$ cat src/hw/ces_pkg.sv
// constants for the controller enable and status register bank
`default_nettype none
package ces_pkg;
	// register byte offsets
	localparam logic [7:0] OFF_CONFIG = 8'h14;
	localparam logic [7:0] OFF_STATUS = 8'h1C;
	localparam logic [7:0] OFF_ADMIN_SIZES = 8'h24;
	// configuration fields
	localparam int CC_EN_BIT = 0;
	localparam int CC_LO_LSB = 4;
	localparam int CC_LO_W = 10;
	localparam int CC_SHN_LSB = 14;
	localparam int CC_HI_LSB = 16;
	localparam int CC_HI_W = 8;
	// status fields
	localparam int ST_RDY_BIT = 0;
	localparam int ST_CFS_BIT = 1;
	localparam int ST_SHUTDOWN_STATE_LSB = 2;
	localparam int ST_SSR_BIT = 4;
	localparam int ST_PP_BIT = 5;
	// reset values and masks
	localparam logic [CC_LO_W-1:0] CC_LO_RST = 10'h000;
	localparam logic [CC_HI_W-1:0] CC_HI_RST = 8'h00;
	localparam logic [31:0] AQA_RST = 32'h0000_0000;
	localparam logic [31:0] AQA_MASK = 32'h0FFF_0FFF;
	localparam logic [31:0] UNMAPPED_DATA = 32'h0000_0000;
	// shutdown request codes
	typedef enum logic [1:0] {
		SHN_NONE = 2'b00,
		SHN_NORMAL = 2'b01,
		SHN_ABRUPT = 2'b10,
		SHN_RSVD = 2'b11
	} ces_shn_t;
	// shutdown state codes
	typedef enum logic [1:0] {
		SHUTDOWN_STATE_NORMAL = 2'b00,
		SHUTDOWN_STATE_BUSY = 2'b01,
		SHUTDOWN_STATE_DONE = 2'b10,
		SHUTDOWN_STATE_RSVD = 2'b11
	} ces_shutdown_state_t;
	// enable sequencer states
	typedef enum logic [1:0] {
		ST_OFF = 2'b00,
		ST_INIT = 2'b01,
		ST_READY = 2'b10,
		ST_RESET = 2'b11
	} ces_state_t;
endpackage : ces_pkg
`default_nettype wire

$ cat src/hw/ces_top.sv
// controller enable and status register bank with classic wishbone slave
// How it works
// enable set: process commands on doorbells
// enable clear: no processing, no completions
// enable falling edge triggers controller reset
// controller reset spares admin queue registers
// posted completions lose no data on reset
// ready clears with enable, reads zero then
// ready sets when doorbells can be accepted
// host toggles enable only matching ready
// host writes admin queue registers only disabled
// paused flag shows temporary processing stop
// subsystem reset seen initialised by reset kind
// subsystem reset seen valid only if capable
// shutdown state reports shutdown progress
// after shutdown done host must reset
// fatal flag set on unreportable fatal error
// host submits nothing before ready reads one
// host waits ready wait limit for ready
// shutdown request field encodes shutdown kind
// shutdown state busy, done, cleared by reset
// reserved status bits read zero, writes ignored
`default_nettype none
module ces_top
	import ces_pkg::*;
#(
	parameter bit SSR_CAPABLE = 1'b1,
	parameter int ADDR_W = 8
) (
	input wire logic clk_i,
	input wire logic rst_i,
	input wire logic cyc_i,
	input wire logic stb_i,
	input wire logic we_i,
	input wire logic [ADDR_W-1:0] adr_i,
	input wire logic [3:0] sel_i,
	input wire logic [31:0] dat_i,
	output logic [31:0] dat_o,
	output logic ack_o,
	input wire logic init_done_i,
	input wire logic idle_i,
	input wire logic pause_i,
	input wire logic fatal_err_i,
	input wire logic init_fatal_i,
	input wire logic warm_ssr_i,
	input wire logic fw_activated_i,
	input wire logic shutdown_done_i,
	output logic cmd_en_o,
	output logic post_en_o,
	output logic queue_reset_o,
	output logic flush_req_o,
	output logic shutdown_busy_o
);

	if (ADDR_W < 6 || ADDR_W > 8) begin : g_bad_addr_w
		$error("ADDR_W must lie between 6 and 8");
	end

	////////////////////////////////////////////////////////////////////
	// state
	ces_state_t st_q, st_d;
	ces_shutdown_state_t shutdown_state_q, shutdown_state_d;
	ces_shn_t shn_q, shn_d;
	logic en_q, en_d, rdy_q, rdy_d, ack_q, boot_q, ssr_q, cfs_q, pp_q;
	logic [CC_LO_W-1:0] lo_q, lo_d;
	logic [CC_HI_W-1:0] hi_q, hi_d;
	logic [31:0] aqa_q, rd_q, cc_word, st_word, cc_new, wd_new;
	logic [7:0] off;
	logic wr, wr_cc, wr_st, wr_aqa, en_fall, cmd_d, post_d;

	function automatic logic [31:0] merge(input logic [31:0] old, input logic [31:0] nw, input logic [3:0] sel);
		logic [31:0] r;
		r = old;
		for (int b = 0; b < 4; b++) begin
			if (sel[b]) begin
				r[8*b+:8] = nw[8*b+:8];
			end
		end
		return r;
	endfunction : merge

	assign off = 8'(adr_i);
	assign cc_word = {8'h00, hi_q, shn_q, lo_q, 3'b000, en_q};
	assign st_word = {26'h0, pp_q & en_q, ssr_q & SSR_CAPABLE, shutdown_state_q, cfs_q, rdy_q};
	assign cc_new = merge(cc_word, dat_i, sel_i);

	////////////////////////////////////////////////////////////////////
	// wishbone slave: ack one cycle after request, write at ack edge
	assign wr = cyc_i && stb_i && we_i && ack_q;
	assign wr_cc = wr && off == OFF_CONFIG;
	assign wr_st = wr && off == OFF_STATUS;
	assign wr_aqa = wr && off == OFF_ADMIN_SIZES;
	assign wd_new = merge(aqa_q, dat_i, sel_i) & AQA_MASK;

	always_ff @(posedge clk_i) begin
		if (rst_i) begin
			ack_q <= 1'b0;
		end else begin
			ack_q <= cyc_i && stb_i && !ack_q;
		end
	end

	always_ff @(posedge clk_i) begin
		if (rst_i) begin
			rd_q <= UNMAPPED_DATA;
		end else if (cyc_i && stb_i && !ack_q) begin
			case (off)
				OFF_CONFIG: rd_q <= cc_word;
				OFF_STATUS: rd_q <= st_word;
				OFF_ADMIN_SIZES: rd_q <= aqa_q;
				default: rd_q <= UNMAPPED_DATA;
			endcase
		end
	end

	assign dat_o = rd_q;
	assign ack_o = ack_q;

	////////////////////////////////////////////////////////////////////
	// next state of enable, sequencer and configuration fields
	always_comb begin
		en_d = en_q;
		shn_d = shn_q;
		lo_d = lo_q;
		hi_d = hi_q;
		if (wr_cc) begin
			en_d = cc_new[CC_EN_BIT];
			shn_d = ces_shn_t'(cc_new[CC_SHN_LSB+:2]);
			lo_d = cc_new[CC_LO_LSB+:CC_LO_W];
			hi_d = cc_new[CC_HI_LSB+:CC_HI_W];
		end
		en_fall = en_q && !en_d;
		if (en_fall) begin
			shn_d = SHN_NONE;
			lo_d = CC_LO_RST;
			hi_d = CC_HI_RST;
		end
		st_d = st_q;
		if (en_fall) begin
			st_d = ST_RESET;
		end else begin
			case (st_q)
				ST_OFF: if (en_q) st_d = ST_INIT;
				ST_INIT: if (init_done_i) st_d = ST_READY;
				ST_READY: st_d = ST_READY;
				ST_RESET: if (idle_i) st_d = ST_OFF;
				default: st_d = ST_OFF;
			endcase
		end
		rdy_d = st_d == ST_READY;
		shutdown_state_d = shutdown_state_q;
		if (en_fall) begin
			shutdown_state_d = SHUTDOWN_STATE_NORMAL;
		end else if (shutdown_state_q == SHUTDOWN_STATE_NORMAL && (shn_d == SHN_NORMAL || shn_d == SHN_ABRUPT)) begin
			shutdown_state_d = SHUTDOWN_STATE_BUSY;
		end else if (shutdown_state_q == SHUTDOWN_STATE_BUSY && shutdown_done_i) begin
			shutdown_state_d = SHUTDOWN_STATE_DONE;
		end
		post_d = en_d && rdy_d;
		cmd_d = post_d && !pause_i && shutdown_state_d != SHUTDOWN_STATE_DONE;
	end

	always_ff @(posedge clk_i) begin
		if (rst_i) begin
			en_q <= 1'b0;
			st_q <= ST_OFF;
			rdy_q <= 1'b0;
		end else begin
			en_q <= en_d;
			st_q <= st_d;
			rdy_q <= rdy_d;
		end
	end

	always_ff @(posedge clk_i) begin
		if (rst_i) begin
			shn_q <= SHN_NONE;
			lo_q <= CC_LO_RST;
			hi_q <= CC_HI_RST;
			shutdown_state_q <= SHUTDOWN_STATE_NORMAL;
		end else begin
			shn_q <= shn_d;
			lo_q <= lo_d;
			hi_q <= hi_d;
			shutdown_state_q <= shutdown_state_d;
		end
	end

	// admin queue sizes survive a controller reset
	always_ff @(posedge clk_i) begin
		if (rst_i) begin
			aqa_q <= AQA_RST;
		end else if (wr_aqa) begin
			aqa_q <= wd_new;
		end
	end

	////////////////////////////////////////////////////////////////////
	// status flags
	always_ff @(posedge clk_i) begin
		if (rst_i) begin
			boot_q <= 1'b1;
			ssr_q <= 1'b0;
			cfs_q <= 1'b0;
			pp_q <= 1'b0;
		end else begin
			boot_q <= 1'b0;
			pp_q <= pause_i;
			if (boot_q) begin
				ssr_q <= warm_ssr_i && !fw_activated_i;
			end else if (wr_st && sel_i[0] && dat_i[ST_SSR_BIT]) begin
				ssr_q <= 1'b0;
			end
			if (fatal_err_i || (boot_q && init_fatal_i)) begin
				cfs_q <= 1'b1;
			end
		end
	end

	////////////////////////////////////////////////////////////////////
	// core controls
	always_ff @(posedge clk_i) begin
		if (rst_i) begin
			cmd_en_o <= 1'b0;
			post_en_o <= 1'b0;
			queue_reset_o <= 1'b0;
			flush_req_o <= 1'b0;
			shutdown_busy_o <= 1'b0;
		end else begin
			cmd_en_o <= cmd_d;
			post_en_o <= post_d;
			queue_reset_o <= en_fall;
			flush_req_o <= st_d == ST_RESET;
			shutdown_busy_o <= shutdown_state_d == SHUTDOWN_STATE_BUSY;
		end
	end
endmodule : ces_top
`default_nettype wire

$ cat config.mk
export PLATFORM = sky130hd
export DESIGN_NAME = ces_top
export DESIGN_NICKNAME = d
export VERILOG_FILES = /design/src/hw/ces_pkg.sv /design/src/hw/ces_top.sv
export SDC_FILE = /design/constraint.sdc
export NUM_CORES = 1
export LEC_CHECK = 0
export BUFFER_PORTS_ARGS = -buffer_cell sky130_fd_sc_hd__buf_2
export CAP_MARGIN = 0
export CORE_UTILIZATION = 50
export CTS_CLUSTER_DIAMETER = 30
export CTS_CLUSTER_SIZE = 8
export DETAILED_ROUTE_END_ITERATION = 8
export PLACE_DENSITY = 0.76
export RECOVER_POWER = 100
export SYNTH_ARGS = -nofsm -noshare
export SYNTH_HDL_FRONTEND = slang
export SYNTH_SLANG_ARGS = --single-unit
$ cat constraint.sdc
create_clock -name clk_i -period 2.3 [get_ports clk_i]
set_input_delay 0.115 -clock clk_i [delete_from_list [all_inputs] [get_ports clk_i]]
set_output_delay 0.115 -clock clk_i [all_outputs]
set_load 0.05 [all_outputs]
# Word-level counts from Yosys, hierarchy flattened
# Index checks and enable logic that the tools add are counted.
[totals] regBits=92 romBits=0 mem_count=0 word_cells=88 mem_bits_rw=0 latchBits=0 in_bits=57
[op_classes] div_mod_pow=0 reduce_logical=34 n_mul=0 n_eq_ne=13 n_shift=0 order_cmp=0 mux=17 add_sub_neg=0 bitwise=1
[op_table] op="$pmux W28 S3" n=1
[op_table] op="$mux W2" n=9
[op_table] op="$logic_and A1 B1 Y1" n=17
[op_table] op="$eq A8 B5 Y1 const B" n=2
[op_table] op="$reduce_and A2 Y1" n=7
[op_table] op="$eq A2 B2 Y1 const B" n=5
[op_table] op="$eq A2 B1 Y1 const B" n=4
[op_table] op="$eq A8 B6 Y1 const B" n=1
[op_table] op="$mux W8" n=1
[op_table] op="$pmux W2 S4" n=1
[op_table] op="$mux W1" n=5
[op_table] op="$logic_not A1 Y1" n=4
[op_table] op="$logic_not A2 Y1" n=2
[op_table] op="$logic_or A1 B1 Y1" n=2
[op_table] op="$ne A2 B2 Y1 const B" n=1
[op_table] op="$reduce_bool A2 Y1" n=1
[op_table] op="$reduce_or A2 Y1" n=1
[op_table] op="$and A1 B1 Y1" n=1

# Logic depth before layout (Yosys ltp)
[depth] word_depth=15 mapped_depth=6

# Worst setup path after synthesis
# Ideal clock, no wire load.
[synth_timing] kind="reg-to-reg" from="reg ack_q, in the netlist ack_o" to="reg shutdown_busy_o" stages_incl_launch_ff=6 path_slack_ns=0.397 arrival_time_ns=1.803 setup_ns=0.099 path_cell_list="dfxtp_1 -> and4_1 -> and4_1 -> buf_6 -> mux2_4 -> a2111oi_4"
[synth_between] elab_chain_len=12 word_cells_on_any_way=14 cone_classes="eq/ne (3); mux (5); reduce/logical (6)"
[synth_rtl] item="start: declaration" line_no="ces_top.sv:64" rtl="logic en_q, en_d, rdy_q, rdy_d, ack_q, boot_q, ssr_q, cfs_q, pp_q;"
[synth_rtl] item="start signal: assignment" line_no="ces_top.sv:99" rtl="ack_q <= cyc_i && stb_i && !ack_q;"
[synth_rtl] item="$logic_and A1 B1 Y1 *" line_no="ces_top.sv:89" rtl="assign wr = cyc_i && stb_i && we_i && ack_q;"
[synth_rtl] item="$logic_and A1 B1 Y1 *" line_no="ces_top.sv:90" rtl="assign wr_cc = wr && off == OFF_CONFIG;"
[synth_rtl] item="$mux W1" line_no="ces_top.sv:126" rtl="if (wr_cc) begin"
[synth_rtl] item="$logic_not A1 Y1" line_no="ces_top.sv:132" rtl="en_fall = en_q && !en_d;"
[synth_rtl] item="$logic_and A1 B1 Y1" line_no="ces_top.sv:132"
[synth_rtl] item="$mux W2" line_no="ces_top.sv:133" rtl="if (en_fall) begin"
[synth_rtl] item="$eq A2 B1 Y1 / $eq A2 B2 Y1 (equally long branches)" line_no="ces_top.sv:154" rtl="end else if (shutdown_state_q == SHUTDOWN_STATE_NORMAL && (shn_d == SHN_NORMAL || shn_d == SHN_ABRUPT)) begin"
[synth_rtl] item="$logic_or A1 B1 Y1" line_no="ces_top.sv:154"
[synth_rtl] item="$logic_and A1 B1 Y1" line_no="ces_top.sv:154"
[synth_rtl] item="$mux W2" line_no="ces_top.sv:154"
[synth_rtl] item="$mux W2 *" line_no="ces_top.sv:152" rtl="if (en_fall) begin"
[synth_rtl] item="$eq A2 B1 Y1 *" line_no="ces_top.sv:234" rtl="shutdown_busy_o <= shutdown_state_d == SHUTDOWN_STATE_BUSY;"
[synth_rtl] item="end signal: assignment" line_no="ces_top.sv:228" rtl="shutdown_busy_o <= 1'b0;"
[synth_rtl] item="end signal: assignment" line_no="ces_top.sv:234"
[synth_rtl] item="end: declaration" line_no="ces_top.sv:52" rtl="output logic shutdown_busy_o"
# Every way passes the cells marked *; elsewhere a longest branch is shown, timed or not.
# A chain may end at the register's enable or synchronous reset.

# Worst setup path in the final report
# Same ends and word-level chain as after synthesis.

==> impl_metrics.tcl <==
set metrics [dict create \
    hold_viol_final 1 \
    yosys_warnings 0 \
    critPathTopFamily "simple AND/OR/NAND/NOR gates" \
    dr.pass1.iters 4 \
    via_per_inst 5.45 \
    htree_levels 3 \
    grt_pass1_wl_um 13500 \
    gp_congestion 0.910 \
    cts_buffers 9 \
    crit_chain "and4_1 -> nand4_1 -> or2b_2 -> a2111oi_0" \
    path_buf_inv 0 \
    seqPwrFrac_pct 56.5 \
    fmax_mhz 512 \
    hp-class "input port to register" \
    grt.busiest_layer "met2" \
    p_sw_w 0.000671 \
    clk_latency_ns 0.36 \
    hold_start "dat_i[25]" \
    tightest_slew_ns 0.971 \
    final_nets 519 \
    grt_use_met3_pct 5.81 \
    cp-start-kind "register" \
    wl_um 8470 \
    row_count 30 \
    yosys.area.top_type_share_pct 49.5 \
    violations "negative hold slack" \
    comb_power_share_pct 7.0 \
    synth_cells 370 \
    crit_required_ns 2.52 \
    cts_setup_buffers 0 \
    outcome "finished, violations left" \
    track_usage_pct 23.7 \
    synth_ff_type "dfxtp_1" \
    p_sw_share_pct 24.7 \
    p_int_w 0.00204 \
    cts.sinks 88 \
    cts.path.max_buffers 2 \
    relSlewSlack_pct 35.3 \
    yosysSeqAreaShare_pct 49.5 \
    crit_arrival_ns 2.18 \
    tns_ns 0 \
    avgSynthCellArea_um2 9.63 \
    cp-startpoint "ack_o" \
    dieArea_um2 7470 \
    crit_type "register to register" \
    syn-cell-area_um2 3560 \
    grt_max_degree 50 \
    root_buffer "clkbuf_8" \
    netlist_top_cells_area "dfxtp_1 (49%), mux2i_1 (8.4%), nor2_1 (5.7%), a22o_1 (4.4%), a21oi_1 (4.4%)" \
    antenna_found_initial 0 \
    maxSlewViolCount 0 \
    slowest_stage "or2b_2" \
    remaining_drc_errors 0 \
    drt_iter0_drc 174 \
    areaGrowthSynthToFinish_pct 18.4 \
    fin_crit_sh_pct 85.0 \
    place_hpwl_um 5860 \
    vias 3062 \
    ys_seq_elements 88 \
    period_minus_slack_ns 1.95 \
    setup_viol 0 \
    io_pins 95 \
    fp.dieH_um 86.4 \
    ant_nets 0 \
    core_area_um2 6830 \
    pwr-share-clk_pct 36.5 \
    powerDensity_nw_per_um2 644 \
    synth-edff-count 0 \
    grt_pass1_vias 2864 \
    crit_path_max_fanout 24 \
    leakage_nw 1.81 \
    post_drt_wl_per_cell_um 15.1 \
    initial_utilization_pct 52.1 \
    io_buffer_count 86 \
    use_met1_pct 32.0 \
    timing.hold.ws_ns -0.000800 \
    clkTransAtPathRegs_ns 0.09 \
    crit_path_end_kind "register" \
    met2_usage_pct 37.7 \
    skew_ns 0.0105 \
    fin_cells 562 \
    cts_tree "done" \
    dp_cells 539 \
    reg2reg_from "ack_o" \
    die_w_um 86.4 \
    max_stage_delay_ns 0.53 \
    layout-drive-gt1-share_pct 17.6 \
    async_flop_share_pct 0 \
    ys_types 45 \
    maxCapViolations 0 \
    grt_overflow 0 \
    rsz0062_at_grt "false" \
    yosysTopAreaCell "dfxtp_1" \
    ir_drop_v 0.000373 \
    diodes 0 \
]
## power groups by stage
stage          logic [W]  registers, W  clock network, W
2_1_floorplan  0.0000866       0.00158                 0
3_3_place_gp    0.000182       0.00157                 0
3_5_place_dp    0.000183       0.00157                 0
4_1_cts         0.000193       0.00153           0.00100
5_1_grt         0.000205       0.00154           0.00106
6_report        0.000189       0.00153          0.000991
## layer usage
metal / part of all wire [%] / wire length, um / vias up
li1: - / - / 1497
met1: 48 / 4040 / 1455
met2: 44 / 3760 / 100
met3: 6.8 / 573 / 10
met4: 1.1 / 95 / 0
met5: 0 / 0 / -
## registers in the layout, indices dropped and copies added (netlist names), 2 cells and up
signal,cells
shutdown_state_q,2
dat_o,28
aqa_q,24
hi_q,8
lo_q,10
shn_q,2
st_q,2
## metrics by stage
stage                     power, W  instance area [um2]  utilization (%)  setup WS, ns  hold slack (ns)
after floorplan            0.00167                 3570                -         0.397            0.143
after CTS                  0.00273                 4310             63.0         0.497         0.000607
final                      0.00272                 4220             61.8         0.346        -0.000800
after global routing       0.00280                 4220             61.8         0.194          0.00131
after detailed placement   0.00175                 4060             59.4         0.481            0.340
after global placement     0.00175                 4060             59.4         0.531            0.336
## worst paths after layout
kind                endpoint  slack (ns)  cells after the start
max reg2reg  shutdown_busy_o        0.35                      4
min                aqa_q[25]     -0.0008                      3
max          shutdown_busy_o        0.35                      4
min reg2reg          lo_q[8]        0.46                      2
## cell type report
type	instances	area [um2]
fill	644	2610
sequential	88	1760
multi-input combinational	258	1620
timing repair buffer	105	539
clock buffer	11	151
tap	96	120
clock inverter	4	30.0
## logic make-up after synthesis
group,Yosys count,share of synthesized area (%)
and+or+nand+nor,141,20.6
DFF,88,49.5
AOI/OAI and AO/OA,80,16.0
muxes,31,8.85
buffers and inverters,27,4.50
xor gates and xnor gates,2,0.492
other,1,0.105
## cells in the final DEF (no fill, tap or decap), types with 10 or more instances in the layout
cell type  instances
buf_2             51
dfxtp_1           88
a22o_1            18
mux2i_1           30
nand3_1           10
a22oi_1           17
a21oi_1           31
clkbuf_8          11
clkbuf_1          37
nor2_1            54
nand2_1           41
## tightest hold or removal path, delay by kind of cell
kind / cells / cell delay (ns)
buffers and inverters: 1 / 0.08
AND/OR/NAND/NOR: 1 / 0.07
multiplexers: 1 / 0.05
## Yosys cell counts (2+ instances only)
cell and instances:
a22oi_1 17, dfxtp_1 88, mux2i_1 30, nor3_1 4
and2_1 2, nand3_1 10, nor4b_4 2, nand4_1 6
nor2b_1 2, a21oi_1 31, and4_1 3, xor2_1 2
nand3b_1 3, a221oi_1 3, buf_4 11, buf_2 2
clkbuf_1 12, nand2_1 41, nand4_4 2, o22ai_1 2
o21ai_0 2, a22o_1 18, nor2_1 54, buf_6 2
## repair_timing
item | 4_1_cts | 5_1_grt
endpoints found under the hold margin | 6 | 1
resized for setup | 0 | 0
hold buffers | 7 | 1
Note: power is estimated with default switching activity, not from simulation.
